## src/core/fcct_defines.vh

```
// Constants for the four channel counter/timer
`ifndef FCCT_DEFINES_VH
`define FCCT_DEFINES_VH

// ****************************************
// Control word fields
// ****************************************
`define FCCT_CW_IRQ_EN 7
`define FCCT_CW_MODE 6
`define FCCT_CW_PRESCALE 5
`define FCCT_CW_EDGE 4
`define FCCT_CW_TRIG 3
`define FCCT_CW_TC_FOLLOWS 2
`define FCCT_CW_SW_RESET 1
`define FCCT_CW_IS_CTRL 0

// ****************************************
// Reset values and timing
// ****************************************
`define FCCT_CTRL_RESET 8'h00
`define FCCT_VEC_RESET 8'h00
`define FCCT_DIV_SHORT 16
`define FCCT_DIV_LONG 256
`define FCCT_RETURN_FROM_IRQ_OPCODE_PREFIX 8'hed
`define FCCT_RETURN_FROM_IRQ_OPCODE_SECOND 8'h4d

`endif

```

## src/core/fcct_top.v

```verilog
// Four channel counter/timer with daisy-chain vectored interrupts
// Operation
// - Control byte, time constant, optional vector
// - Bit7 enables channel interrupts
// - Bit6 counter else timer mode
// - Bit5 prescale 256 else 16
// - Bit4 rising else falling edge
// - Bit3 external trigger starts timer
// - Bit2 announces time constant next
// - Bit1 software resets channel
// - Time constant follows control, 1-256
// - Load at start, reload at zero
// - New constant used after current countdown
// - Decrement on edge or prescaler pulse
// - Period is clock times prescale times constant
// - Read returns down-counter value
// - Channels 0-2 pulse zero-count output
// - Enabled channel requests interrupt at zero
// - Channel 0 highest, 3 lowest priority
// - Only higher priority nests over service
// - Channel number inserted into vector
// - Select inputs form channel number
// - Acknowledge drives base, channel, zero
// - Chain out low while servicing; return ends
// - Reset stops channels, clears outputs except chain out, which follows chain in
`default_nettype none
`include "fcct_defines.vh"

module fcct_top (
  input wire clk,
  input wire rst,
  input wire chip_en_n,
  input wire iorq_n,
  input wire rd_n,
  input wire m1_n,
  input wire chan_sel_lo,
  input wire chan_sel_hi,
  input wire [7:0] data_in,
  output reg [7:0] data_out,
  output reg data_oe,
  input wire [3:0] ext_clock_trigger,
  output reg [2:0] zero_count_pulse,
  output reg irq_n_out,
  output reg irq_oe,
  input wire chain_enable_in,
  output reg chain_enable_out
);

  // ****************************************
  // Bus decode
  // ****************************************
  wire [1:0] sel; // Channel number
  wire io_cyc; // Chip I/O cycle
  wire wr_cyc; // Write cycle
  wire rd_cyc; // Read cycle
  wire ack_cyc; // Interrupt acknowledge
  reg wr_prev_q; // Write seen last cycle
  reg ack_prev_q; // Acknowledge seen last cycle
  reg return_from_irq_opcode_pre_q; // Prefix of return seen
  wire [3:0] ch_wr;
  wire [7:0] cnt0;
  wire [7:0] cnt1;
  wire [7:0] cnt2;
  wire [7:0] cnt3;
  wire [7:0] ctl0;
  wire [7:0] ctl1;
  wire [7:0] ctl2;
  wire [7:0] ctl3;
  wire [3:0] zero;
  wire [3:0] ie;
  reg [7:0] vec_q; // Vector base
  reg [3:0] pend_q; // Pending requests
  reg [3:0] serv_q; // Under service
  reg [7:0] count_mux;
  wire vec_wr;
  wire [1:0] win;
  wire any_req;
  wire return_from_irq_opcode_seen;
  wire [3:0] blocked;
  wire [3:0] ack_clr;

  assign sel = {chan_sel_hi, chan_sel_lo};
  assign io_cyc = !chip_en_n && !iorq_n && m1_n;
  assign wr_cyc = io_cyc && rd_n;
  assign rd_cyc = io_cyc && !rd_n;
  assign ack_cyc = !iorq_n && !m1_n;

  // One write per bus cycle, taken at its first clock
  wire wr_take;
  assign wr_take = wr_cyc && !wr_prev_q;

  // Vector byte: bit0 zero, not a pending time constant
  wire [3:0] tc_pending;
  assign vec_wr = wr_take && !data_in[`FCCT_CW_IS_CTRL] && !tc_pending[sel];

  // ****************************************
  // Channel instances
  // ****************************************
  genvar g;
  generate
    for (g = 0; g < 4; g = g + 1)
    begin : g_ch
      assign ch_wr[g] = wr_take && (sel == g) && !vec_wr;
    end
  endgenerate

  fcct_channel u_ch0 (.clk(clk), .rst(rst), .wr_en(ch_wr[0]), .wr_data(data_in),
    .ext_in(ext_clock_trigger[0]), .count_q(cnt0), .ctrl_q(ctl0), .zero_q(zero[0]));
  fcct_channel u_ch1 (.clk(clk), .rst(rst), .wr_en(ch_wr[1]), .wr_data(data_in),
    .ext_in(ext_clock_trigger[1]), .count_q(cnt1), .ctrl_q(ctl1), .zero_q(zero[1]));
  fcct_channel u_ch2 (.clk(clk), .rst(rst), .wr_en(ch_wr[2]), .wr_data(data_in),
    .ext_in(ext_clock_trigger[2]), .count_q(cnt2), .ctrl_q(ctl2), .zero_q(zero[2]));
  fcct_channel u_ch3 (.clk(clk), .rst(rst), .wr_en(ch_wr[3]), .wr_data(data_in),
    .ext_in(ext_clock_trigger[3]), .count_q(cnt3), .ctrl_q(ctl3), .zero_q(zero[3]));

  // Time-constant expectation mirrored per channel
  reg [3:0] tcp_q;
  assign tc_pending = tcp_q;
  always @(posedge clk)
  begin
    if (rst)
      tcp_q <= 4'h0;
    else if (wr_take && !vec_wr)
      tcp_q[sel] <= tcp_q[sel] ? 1'b0 : data_in[`FCCT_CW_TC_FOLLOWS];
  end

  assign ie = {ctl3[`FCCT_CW_IRQ_EN], ctl2[`FCCT_CW_IRQ_EN],
               ctl1[`FCCT_CW_IRQ_EN], ctl0[`FCCT_CW_IRQ_EN]};

  // ****************************************
  // Priority resolution
  // ****************************************
  // Lowest index wins among requests
  function [1:0] first_set;
    input [3:0] v;
    begin
      if (v[0])
        first_set = 2'd0;
      else if (v[1])
        first_set = 2'd1;
      else if (v[2])
        first_set = 2'd2;
      else
        first_set = 2'd3;
    end
  endfunction

  // A request is blocked by service at equal or higher priority
  assign blocked[0] = serv_q[0];
  assign blocked[1] = |serv_q[1:0];
  assign blocked[2] = |serv_q[2:0];
  assign blocked[3] = |serv_q[3:0];
  wire [3:0] live;
  assign live = pend_q & ~blocked;
  assign win = first_set(live);
  assign any_req = |live && chain_enable_in;

  // Return opcode pair decoded from fetch cycles
  wire fetch;
  assign fetch = !m1_n && !rd_n && iorq_n;
  assign return_from_irq_opcode_seen = fetch && return_from_irq_opcode_pre_q && (data_in == `FCCT_RETURN_FROM_IRQ_OPCODE_SECOND);

  // Acknowledge accepted once per cycle
  wire ack_take;
  assign ack_take = ack_cyc && !ack_prev_q && chain_enable_in && (|live);
  assign ack_clr = ack_take ? (4'h1 << win) : 4'h0;

  // ****************************************
  // Interrupt state
  // ****************************************
  always @(posedge clk)
  begin
    wr_prev_q <= wr_cyc;
    ack_prev_q <= ack_cyc;
    if (rst)
    begin
      vec_q <= `FCCT_VEC_RESET;
      pend_q <= 4'h0;
      serv_q <= 4'h0;
      return_from_irq_opcode_pre_q <= 1'b0;
    end
    else
    begin
      if (vec_wr)
        vec_q <= data_in;
      // New zero events win over the acknowledge clear
      pend_q <= (pend_q & ~ack_clr & ie) | (zero & ie);
      if (fetch)
        return_from_irq_opcode_pre_q <= (data_in == `FCCT_RETURN_FROM_IRQ_OPCODE_PREFIX);
      if (ack_take)
        serv_q <= serv_q | ack_clr;
      else if (return_from_irq_opcode_seen)
        serv_q <= serv_q & ~(4'h1 << first_set(serv_q));
    end
  end

  // Read data selection
  always @*
  begin
    case (sel)
      2'd0: count_mux = cnt0;
      2'd1: count_mux = cnt1;
      2'd2: count_mux = cnt2;
      2'd3: count_mux = cnt3;
      default: count_mux = 8'h00;
    endcase
  end

  // ****************************************
  // Registered outputs
  // ****************************************
  always @(posedge clk)
  begin
    if (rst)
    begin
      data_out <= 8'h00;
      data_oe <= 1'b0;
      zero_count_pulse <= 3'h0;
      irq_n_out <= 1'b0;
      irq_oe <= 1'b0;
      chain_enable_out <= chain_enable_in;
    end
    else
    begin
      zero_count_pulse <= zero[2:0];
      irq_n_out <= 1'b0;
      irq_oe <= any_req;
      chain_enable_out <= chain_enable_in && !(|serv_q);
      if (ack_cyc && chain_enable_in && (|live))
      begin
        data_out <= {vec_q[7:3], win, 1'b0};
        data_oe <= 1'b1;
      end
      else if (rd_cyc)
      begin
        data_out <= count_mux;
        data_oe <= 1'b1;
      end
      else
      begin
        data_out <= 8'h00;
        data_oe <= 1'b0;
      end
    end
  end

endmodule
`default_nettype wire

```

## src/core/fcct_prescaler.v

```verilog
// Prescaler giving one-cycle enable pulses every 16 or 256 clocks
`default_nettype none
`include "fcct_defines.vh"

module fcct_prescaler #(
  parameter WIDTH = 8
) (
  input wire clk,
  input wire clr,
  input wire run,
  input wire long_div,
  output wire tick
);

  // ****************************************
  // Free-running divider
  // ****************************************
  reg [WIDTH-1:0] cnt_q; // Cycle count within a period

  // Count while running, restart on clear
  always @(posedge clk)
  begin
    if (clr || !run)
      cnt_q <= {WIDTH{1'b0}};
    else
      cnt_q <= cnt_q + 1'b1;
  end

  // Pulse at the last cycle of a 16 or 256 period
  assign tick = run && (long_div ? (&cnt_q) : (&cnt_q[3:0]));

endmodule
`default_nettype wire

```

## src/core/fcct_channel.v

```verilog
// One counter/timer channel: control, reload, down-counter
`default_nettype none
`include "fcct_defines.vh"

module fcct_channel (
  input wire clk,
  input wire rst,
  input wire wr_en,
  input wire [7:0] wr_data,
  input wire ext_in,
  output reg [7:0] count_q,
  output reg [7:0] ctrl_q,
  output reg zero_q
);

  // ****************************************
  // State
  // ****************************************
  reg [7:0] reload_q; // Time constant
  reg tc_next_q; // Next write is a time constant
  reg loaded_q; // Time constant present
  reg armed_q; // Waiting for trigger edge
  reg run_q; // Counting
  reg ext_q; // Previous input level
  wire edge_rise;
  wire edge_fall;
  wire edge_hit;
  wire tick;
  wire dec;
  wire is_ctrl;

  assign edge_rise = ext_in && !ext_q;
  assign edge_fall = !ext_in && ext_q;
  assign edge_hit = ctrl_q[`FCCT_CW_EDGE] ? edge_rise : edge_fall;
  assign is_ctrl = wr_data[`FCCT_CW_IS_CTRL] && !tc_next_q;

  // Prescaler for timer mode
  fcct_prescaler #(.WIDTH(8)) u_pre (
    .clk(clk),
    .clr(rst),
    .run(run_q && !ctrl_q[`FCCT_CW_MODE]),
    .long_div(ctrl_q[`FCCT_CW_PRESCALE]),
    .tick(tick)
  );

  // Decrement source by mode
  assign dec = run_q && (ctrl_q[`FCCT_CW_MODE] ? edge_hit : tick);

  // ****************************************
  // Channel sequencing
  // ****************************************
  always @(posedge clk)
  begin
    ext_q <= ext_in;
    zero_q <= 1'b0;
    if (rst)
    begin
      ctrl_q <= `FCCT_CTRL_RESET;
      reload_q <= 8'h00;
      count_q <= 8'h00;
      tc_next_q <= 1'b0;
      loaded_q <= 1'b0;
      armed_q <= 1'b0;
      run_q <= 1'b0;
      zero_q <= 1'b0;
    end
    else if (wr_en && tc_next_q)
    begin
      // Time constant byte
      reload_q <= wr_data;
      tc_next_q <= 1'b0;
      loaded_q <= 1'b1;
      if (!run_q && !armed_q)
      begin
        count_q <= wr_data;
        if (!ctrl_q[`FCCT_CW_MODE] && ctrl_q[`FCCT_CW_TRIG])
          armed_q <= 1'b1;
        else
          run_q <= 1'b1;
      end
    end
    else if (wr_en && is_ctrl)
    begin
      // Control byte
      ctrl_q <= wr_data;
      tc_next_q <= wr_data[`FCCT_CW_TC_FOLLOWS];
      if (wr_data[`FCCT_CW_SW_RESET])
      begin
        run_q <= 1'b0;
        armed_q <= 1'b0;
        loaded_q <= 1'b0;
      end
    end
    else
    begin
      if (armed_q && edge_hit)
      begin
        armed_q <= 1'b0;
        run_q <= 1'b1;
      end
      if (dec)
      begin
        if (count_q == 8'h01)
        begin
          count_q <= reload_q;
          zero_q <= 1'b1;
        end
        else
          count_q <= count_q - 8'h01; // 0 wraps to 255 for 256
      end
    end
  end

endmodule
`default_nettype wire

```

## config.mk

```make
export PLATFORM = sky130hd
export DESIGN_NAME = fcct_top
export DESIGN_NICKNAME = d
export VERILOG_FILES = /design/src/core/fcct_top.v /design/src/core/fcct_prescaler.v /design/src/core/fcct_channel.v
export VERILOG_INCLUDE_DIRS = /design/src /design/src/core
export SDC_FILE = /design/constraint.sdc
export NUM_CORES = 1
export LEC_CHECK = 0
export BUFFER_PORTS_ARGS = -buffer_cell sky130_fd_sc_hd__clkbuf_2
export CAP_MARGIN = 20
export CORE_UTILIZATION = 56
export DETAILED_ROUTE_END_ITERATION = 6
export PLACE_DENSITY = 0.83
export RECOVER_POWER = 25
export SLEW_MARGIN = 20
export SYNTH_ARGS = -nofsm -noshare
export SYNTH_HDL_FRONTEND = slang
export SYNTH_SLANG_ARGS = --single-unit
export TNS_END_PERCENT = 100
```

## constraint.sdc

```tcl
create_clock -name clk -period 2 [get_ports clk]
set_input_delay 0 -clock clk [delete_from_list [all_inputs] [get_ports clk]]
set_output_delay 0 -clock clk [all_outputs]
set_load 0.02 [all_outputs]
```

# After elaboration in Yosys (flattened, before gate mapping)

Index checks and enable logic that the tools add are counted.

Add/sub/neg operators: 8
$mul: 0
Divide/modulo/power cells: 0
$lt $le $gt $ge: 2
Equality and inequality tests: 29
Shift-type cells: 2
Muxes and demuxes: 101
Bitwise operators: 19
Reductions and logical operators: 162

Operators by type and width:

| operator                                                            | count |
|---|---|
| 8-bit two-way mux                                                   | 22 |
| 1-bit logical AND                                                   | 73 |
| 1-bit two-way mux                                                   | 65 |
| 4-bit AND reduction                                                 | 12 |
| 1-bit zero test                                                     | 38 |
| 8-bit by 1-bit adder with 8-bit output (second input constant)      | 4 |
| 8-bit by 1-bit == test with 1-bit output (second input constant)    | 4 |
| 8-bit case mux with 4 select lines                                  | 1 |
| 8-bit AND reduction                                                 | 4 |
| 8-bit by 1-bit subtractor with 8-bit output (second input constant) | 4 |
| 2-bit != test (second input constant)                               | 12 |
| 4-bit OR reduction                                                  | 6 |
| 4-bit bitwise AND                                                   | 5 |
| 2-bit two-way mux                                                   | 7 |
| 4-bit two-way mux                                                   | 3 |
| 3-bit by 2-bit != test with 1-bit output (second input constant)    | 4 |
| 4-bit NOT                                                           | 3 |
| 3-bit AND reduction                                                 | 4 |
| 3-bit nonzero test                                                  | 4 |
| 2-bit nonzero test                                                  | 5 |
| 2-bit OR reduction                                                  | 5 |
| 1-bit NOT                                                           | 9 |
| 8-bit by 7-bit == test with 1-bit output (second input constant)    | 1 |
| 8-bit == test (second input constant)                               | 1 |
| 14 further kinds                                                    | 27 |

Bits in registers: 185
Latch bits: 0
Memory bits (writable): 0
Memory bits (read-only): 0
Bits of input ports: 21
Output and inout port bits: 15
Logic and storage cells: 372
Memories kept: 0

# Logic depth before layout (Yosys ltp)

Gate-level depths: netlist of run 1.

Word-level depth: 13
Gate-level depth with buffers: 9
Mapped depth without buffers: 8

# Modules after synthesis

A second synthesis of run 1 with hierarchy kept.

Cell total of the unflattened synthesis: 1027
Area, all modules: 8595.7 µm²

By module, submodules not included:

| module         | instances | cells each | area an instance (µm²) | seq. area each (µm²) |
|---|---|---|---|---|
| fcct_channel   | 4         | 183        | 1422.6                 | 580.6 |
| fcct_top       | 1         | 147        | 1594.0                 | 680.7 |
| fcct_prescaler | 4         | 37         | 327.8                  | 160.2 |

# Worst setup path before layout of run 1

No wires, ideal clock.

Path kind: register to register
Start: register u_ch0.count_q[2]
End: register u_ch0.count_q[3]
Library setup time: 0.136 ns
Arrival time: 1.929 ns
Required time: 1.864 ns
Path slack: -0.065 ns
Cell stages (with the launch flop): 8
Buffers on the path: 1
Clock period less this slack: 2.065 ns
Cell sequence: dfxtp_1 > or4_1 > or3_1 > buf_2 > nor2_1 > a211oi_1 > a2111oi_0 > a211oi_1

Cells in the longest elaborated chain, start to end: 5
Elaborated cells on any way between the ends: 6
Those cells by class: 1 x add/sub; 1 x eq/ne; 4 x mux

RTL lines:

| item                                                                                                           | RTL line                               | RTL |
|---|---|---|
| start, declared                                                                                                | fcct_channel.v:11                      | `output reg [7:0] count_q,` |
| start signal, assigned                                                                                         | fcct_channel.v:75                      | `count_q <= wr_data;` |
| start signal, assigned                                                                                         | fcct_channel.v:105                     | `count_q <= reload_q;` |
| start signal, assigned                                                                                         | fcct_channel.v:109                     | `count_q <= count_q - 8'h01;` |
| 8-bit by 1-bit subtractor with 8-bit output / 8-bit by 1-bit == test with 1-bit output (equally long branches) | fcct_channel.v:109, fcct_channel.v:103 |  |
| 8-bit two-way mux (*)                                                                                          | fcct_channel.v:103                     | `if (count_q == 8'h01)` |
| 8-bit two-way mux (*)                                                                                          | fcct_channel.v:101                     | `if (dec)` |
| 8-bit two-way mux (*)                                                                                          | fcct_channel.v:82                      | `else if (wr_en && is_ctrl)` |
| 8-bit two-way mux (*)                                                                                          | fcct_channel.v:67                      | `else if (wr_en && tc_next_q)` |

Every way passes the cells marked *; elsewhere a longest branch is shown, timed or not. The select of a mux whose other input is x is not followed.
A chain may end at the register's enable or synchronous reset.

# Final worst setup path of run 1

Start: register u_ch0.count_q[5]
End: register u_ch0.count_q[1]

Cells in the longest elaborated chain, start to end: 5

RTL lines:

| item                                     | RTL line |
|---|---|
| 8-bit by 1-bit == test with 1-bit output | fcct_channel.v:103 |
| 8-bit two-way mux                        | fcct_channel.v:103 |
| 8-bit two-way mux                        | fcct_channel.v:101 |
| 8-bit two-way mux                        | fcct_channel.v:82 |
| 8-bit two-way mux                        | fcct_channel.v:67 |

No other way between the ends. The select of a mux whose other input is x is not followed.

==> results of run 1 <==
metal layers:
metal  part of all wire, %  routed length (µm)
met5                     0                   0
met4                   4.9                1122
met3                   9.1                2061
met2                    47               10640
met1                    39                8882
cells in the final DEF (no fill, tap or decap), drive strengths merged, types with 8 or more instances in the layout:
master / count
mux4: 8
nand2: 138
a311oi: 12
nand2b: 15
ha: 12
nand3: 17
dlygate4sd3: 13
o21ai: 29
xnor2: 19
a21oi: 94
or3: 12
a211oi: 22
nand4: 9
xor2: 12
nor2b: 11
nor4: 9
mux2i: 30
buf: 98
inv: 34
dfxtp: 170
nor3: 27
o211ai: 11
clkbuf: 52
nor2: 97
and3: 15
Yosys cell counts (all sizes together), types with 14 or more instances:
master  instances
nor3           27
nand2b         15
nor2           97
dfxtp         170
a21oi          94
inv            26
nand2         138
and3           15
clkbuf         39
mux2i          30
buf            14
nand3          17
a211oi         22
xnor2          19
o21ai          29
power groups by stage:
stage / registers [µW] / clock network [µW] / logic [µW]
2_1_floorplan: 3480 / 0 / 126
3_3_place_gp: 3480 / 0 / 245
3_5_place_dp: 3480 / 0 / 249
4_1_cts: 3400 / 3210 / 269
5_1_grt: 3400 / 3360 / 293
6_report: 3400 / 3190 / 281
layout make-up:
cell class,count,area [µm²],area share (%)
tap,180,225.2,2.288
clock buffer,18,439.2,4.462
sequential,170,3410,34.64
inverter,27,102.6,1.042
clock inverter,14,130.1,1.322
timing repair buffer,145,1071,10.88
multi-input combinational,698,4464,45.36
cells by family after synthesis:
kind of cell / count (synthesis) / synth area share (%)
AO/OA/AOI/OAI: 228 / 18.75
XOR/XNOR: 31 / 3.382
adder cells (fa/ha/maj): 12 / 1.870
buffers and inverters: 80 / 4.098
flip-flops: 170 / 42.39
multiplexers: 45 / 7.013
other: 1 / 0.04671
AND/OR/NAND/NOR: 380 / 22.46
final timing paths:
kind	from	to	slack (ns)	cells after the start
setup / recovery	u_ch0.count_q[5]	u_ch0.count_q[1]	-0.13	7
hold / removal	rd_n	data_oe	0.009	5
setup reg to reg	u_ch0.count_q[5]	u_ch0.count_q[1]	-0.13	7
hold reg to reg	u_ch1.u_pre.cnt_q[0]	u_ch1.u_pre.cnt_q[0]	0.44	1
worst max-delay path, stage by stage, from the launching register on:
cell and delay [ns]:
dfxtp_2 0.32, or4_4 0.53, or3_4 0.44, buf_6 0.15
nor2_4 0.07, a211oi_2 0.05, a2111oi_2 0.34, a211oi_1 0.09
what timing repair did:
item                                   4_1_cts  5_1_grt
endpoints found under the hold margin       22        0
setup endpoints to repair                   16       36
cloned                                       0        1
hold buffers                                13        0
pin swaps                                    1       14
gates resized for setup                     13       35
setup buffers                                1        5
stage by stage:
stage	setup TNS, ns	util [%]	hold WS, ns	power [µW]
floorplan	-0.01689	-	0.02772	3605
global placement	-0.1027	64.18	0.1251	3723
detailed placement	-0.6082	64.18	0.1287	3728
CTS	-0.09927	69.49	0.001650	6884
global route	-1.253	70.63	0.04604	7054
finish	-0.4535	70.63	0.009341	6876
==> impl_metrics.ini, run 1 <==
[synthesis]
postSynth.asyncResetShare_pct = 0
yosysTopAreaCell = dfxtp_1
number_of_distinct_library_cell_variants_in_the_gate_level_netlist_after_synthesis = 74
synth_cells = 947
synth_enable_flop_cells = 0
yosys.area.top_type_share_pct = 42.39
dominantRegCellSynth = dfxtp_1
synthesis.area_mm2 = 0.008029
number_of_flip_flops_and_latches_in_the_synthesized_netlist = 170
post_synth_main_area_contributors = dfxtp_1 42%, nand2_1 6.5%, a21oi_1 5.8%, nor2_1 4.5%, mux2i_1 3.6%
synth_sequential_area_ratio_pct = 42.39
synth.yosys.warnings = 0
synth.net_count = 980
synth_area_per_cell_um2 = 8.478

[floorplan]
chipHeight_um = 121.7
design.core.area_mm2 = 0.01393
core.rowCount = 43
top_level_ports = 36
floorplan.die_area_mm2 = 0.01482
fp.dieW_um = 121.7
initial_utilization_pct = 57.62

[timing]
max-slew-margin-rel_pct = 56.69
rsz0062_at_grt = yes
slew_violations = 0
fin_skew_ns = 0.009550
report.final.setup_viol = 6
tightest_slew_ns = 0.6496
finalHoldViolations = 0
layout_worst_path_cycle_share_pct = 106.3
layout_min_cycle_time_ns = 2.127
max_freq_mhz = 470.2
fin_ws_ns = -0.1269

[outcome]
status = finished with violations
failed_checks = DRC, setup timing

[grt]
grt_start_max_net_pins = 65
grt_pass1_vias = 7468
first_pass_grt_wire_length_mm = 35.89
global_route.overflow_total = 0
antenna_found_initial = 0
groute.layer.met1.usage_pct = 37.98
gr-usage-all-layers_pct = 31.14
grt_use_met3_pct = 5.665
grt.met2_usage_pct = 50.74
top_usage_layer = met2

[critical_path]
critical_path_peak_fanout = 8
criticalPathCategory = flip-flop to flip-flop
worst_ep_required_time_ns = 2.31
worstSetupEndpointType = flip-flop
worst-endpoint-arrival_ns = 2.43
worstSetupStartpointType = flip-flop

[clock_tree]
cts_max_level = 4
clock_tree_buffer_depth = 2
number_of_clock_sinks_seen_by_cts = 170
cts_tree = yes
clk_pin_slew_worst_paths_ns = 0.07
clockRootBuffer = clkbuf_16
number_of_cts_inserted_buffers = 17
clk_latency_ns = 0.45

[placement]
port_bufs = 34
placement.cell_area_mm2 = 0.008944
dpl.hpwl_mm = 14.71
place_inst = 1200
gp_congestion = 0.9527
dpl_worst_slack_ns = -0.08424

[worst_hold_path]
worst_hold_path_type = primary input to flip-flop

[layout]
final_layout_size_suffix_gt1_share_pct = 21.18
layout.cell_area.non_filler_mm2 = 0.009842
number_of_filler_cells_placed_in_the_layout = 988
area_added_between_synthesis_and_finish_pct = 22.58
n_antenna_cell = 0
design.final.nets = 1092
instances_no_fill = 1252

[routing]
detailedRoute.firstPassIterationCount = 7
drtIter0Drc = 911
finalWirelength_mm = 22.70
wire_per_inst_um = 18.13
route.detailed.vias_per_inst = 6.257
detailroute.via_count = 7834
drtAntennaViolNets = 0
drc_errors = 9

[pwr]
power_report.internal_total_uw = 5163
net_switching_fraction_of_the_power_pct = 24.91
clock_power_share_pct = 46.4
seq_power_share_pct = 49.5
power_density_mw_per_mm2 = 698.7
p_leak_uw = 0.003746
peak_supply_drop_v = 0.0006614
netSwitchingPower_uw = 1713
combPwrFrac_pct = 4.1

[run]
drv_cap = 0
Note: power is estimated with default switching activity, not from simulation.
==> run 2, diff against run 1 <==
--- a/config.mk
+++ b/config.mk
@@ -8,9 +8,11 @@
 export LEC_CHECK = 0
 export BUFFER_PORTS_ARGS = -buffer_cell sky130_fd_sc_hd__clkbuf_2
 export CAP_MARGIN = 20
-export CORE_UTILIZATION = 56
+export CELL_PAD_IN_SITES_DETAIL_PLACEMENT = 0
+export CELL_PAD_IN_SITES_GLOBAL_PLACEMENT = 2
+export CORE_UTILIZATION = 34
 export DETAILED_ROUTE_END_ITERATION = 6
-export PLACE_DENSITY = 0.83
+export PLACE_DENSITY = 0.82
 export RECOVER_POWER = 25
 export SLEW_MARGIN = 20
 export SYNTH_ARGS = -nofsm -noshare
==> run 2 against run 1 <==
Final area is 4.6% higher. Via count decreased by 5.9%. Maximum frequency grew 4.5%. The flow finishes with violations (setup timing). Non-clock buffer count rose by 17. Core utilization fell by 26 points. Worst hold slack improved by 0.016 ns. Routed wire length up 5.0%. Combinational power increased by 6%. Clock-buffer cell count unchanged.
==> impl_metrics.ini, run 2 (synthesis results as in run 1) <==
[layout]
area_added_between_synthesis_and_finish_pct = 28.27
final_layout_size_suffix_gt1_share_pct = 22.39
layout.cells.most_common_list = 167 x dfxtp_1, 137 x nand2_1, 110 x buf_4
design.final.nets = 1110
instances_no_fill = 1403
n_antenna_cell = 0
layout.cells.most_common = dfxtp_1
layout.cell_area.non_filler_mm2 = 0.01030

[critical_path]
critical_path_peak_fanout = 5
slowest_delay_ns = 0.53
criticalPathCategory = flip-flop to flip-flop
worstSetupEndpointType = flip-flop
worst_r2r_path_depth = 6
reg2reg_slack_ns = -0.04
worst_ep_required_time_ns = 2.32
worst_r2r_startpoint = u_ch0.count_q[5]
critical_path.n_buffers_inverters = 0
worst_r2r_endpoint = u_ch0.count_q[0]
ordered_cell_list_for_the_critical_path = or4_4 -> or3_4 -> mux2_2 -> mux2i_1 -> nor4_1 -> a31o_2
worst-endpoint-arrival_ns = 2.36
worstSetupStartpointType = flip-flop
timing.critical_path.slowest_stage_cell = or4_4
cp_top_family = simple AND/OR/NAND/NOR gates

[clock_tree]
clk_pin_slew_worst_paths_ns = 0.07
number_of_clock_sinks_seen_by_cts = 170
clockRootBuffer = clkbuf_16
clock_tree_buffer_depth = 2
cts_tree = yes
cts_max_level = 4
number_of_cts_inserted_buffers = 17
clk_latency_ns = 0.43

[grt]
global_route.overflow_total = 0
top_usage_layer = met2
gr-usage-all-layers_pct = 19.94
first_pass_grt_wire_length_mm = 37.61
grt.met2_usage_pct = 31.84
antenna_found_initial = 1
grt_pass1_vias = 6969
grt_start_max_net_pins = 77
groute.layer.met1.usage_pct = 26.85
grt_use_met3_pct = 3.722

[run]
drv_cap = 0

[floorplan]
top_level_ports = 36
floorplan.die_area_mm2 = 0.02423
initial_utilization_pct = 35.04
core.rowCount = 55
fp.dieW_um = 155.7
chipHeight_um = 155.7
design.core.area_mm2 = 0.02292

[timing]
hold-worst-slack_ns = 0.02545
layout_worst_path_cycle_share_pct = 101.8
max_freq_mhz = 491.3
rsz0062_at_grt = yes
slew_violations = 0
report.final.setup_viol = 3
fin_skew_ns = 0.01224
fin_setup_tns_ns = -0.06695
fin_ws_ns = -0.03530
finalHoldViolations = 0
layout_min_cycle_time_ns = 2.035

[routing]
drtAntennaViolNets = 0
drtIter0Drc = 365
finalWirelength_mm = 23.84
route.detailed.vias_per_inst = 5.257
wire_per_inst_um = 16.99
drc_errors = 0
detailroute.via_count = 7375
detailedRoute.firstPassIterationCount = 4

[pwr]
p_leak_uw = 0.003830
peak_supply_drop_v = 0.0004860
power_density_mw_per_mm2 = 690.9
fin_total_pwr_uw = 7115

[outcome]
status = finished with violations
failed_checks = setup timing

[worst_hold_path]
min_path_cells = 4
hold-path-endpoint = return_from_irq_opcode_pre_q
hold_path_startpoint = data_in[6]
worst_hold_path_type = primary input to flip-flop

[placement]
placement.cell_area_mm2 = 0.009258
dpl.hpwl_mm = 16.15
place_inst = 1351
port_bufs = 34
gp_congestion = 0.8579
run 2: cell types whose count changed in the layout (fill, tap and decap cells not counted), sizes merged:
cell	previous run	this run
buf	98	117
bufinv	0	2
clkbuf	52	50
clkinvlp	2	1
inv	34	33
or3	12	13
run 2: what timing repair did:
item                       4_1_cts  5_1_grt
pin swaps                        0       13
hold buffers                    13        0
cloned                           1        2
setup buffers                    0        6
hold endpoints to repair        20        0
gates resized for setup         12       57
setup endpoints to repair       14       35
run 2: worst max-delay path by stage:
stage	to	from	slack (ns)	depth (start not counted)
finish	u_ch0.count_q[0]	u_ch0.count_q[5]	-0.04	6
global route	u_ch0.count_q[0]	u_ch0.count_q[5]	-0.12	6
CTS	u_ch0.count_q[0]	u_ch0.count_q[5]	-0.04	6
detailed placement	u_ch0.count_q[4]	u_ch0.u_pre.cnt_q[0]	-0.18	8
global placement	u_ch0.count_q[0]	u_ch0.u_pre.cnt_q[0]	-0.14	7
floorplan	u_ch0.count_q[3]	u_ch0.count_q[3]	-0.02	7
run 2: layout make-up:
| type | count | area (µm²) |
|---|---|---|
| multi-input cells | 699 | 4573 |
| clock inverters | 14 | 161.4 |
| inverters | 27 | 103.9 |
| clock buffers | 18 | 439.2 |
| flip-flops and latches | 170 | 3410 |
| well taps | 313 | 391.6 |
| repair buffers | 162 | 1220 |
| fillers | 2300 | 12620 |
run 2: power breakdown:
part / switching [µW] / internal, µW / total (µW)
Clock: 1510 / 1910 / 3420
Sequential: 6.94 / 3390 / 3400
Combinational: 194 / 104 / 298
run 2: metrics by stage:
| stage | setup WS (ns) | utilization, % |
|---|---|---|
| 2_1_floorplan | -0.01689 | - |
| 3_3_place_gp | -0.1363 | 40.40 |
| 3_5_place_dp | -0.1753 | 40.40 |
| 4_1_cts | -0.04249 | 43.79 |
| 5_1_grt | -0.1226 | 44.94 |
| 6_report | -0.03530 | 44.94 |
run 2: worst register-to-register path: cells and delay by family, from the launching register on:
family,cells,cell delay (ns)
AOI/OAI and AO/OA,1,0.22
DFF,1,0.32
and+or+nand+nor,3,0.97
muxes,2,0.41
run 2: layer usage:
metal | wire length [µm] | vias up
met5 | 0 | -
met4 | 531 | 0
met3 | 795 | 32
met2 | 10970 | 117
met1 | 11540 | 3572
li1 | - | 3654
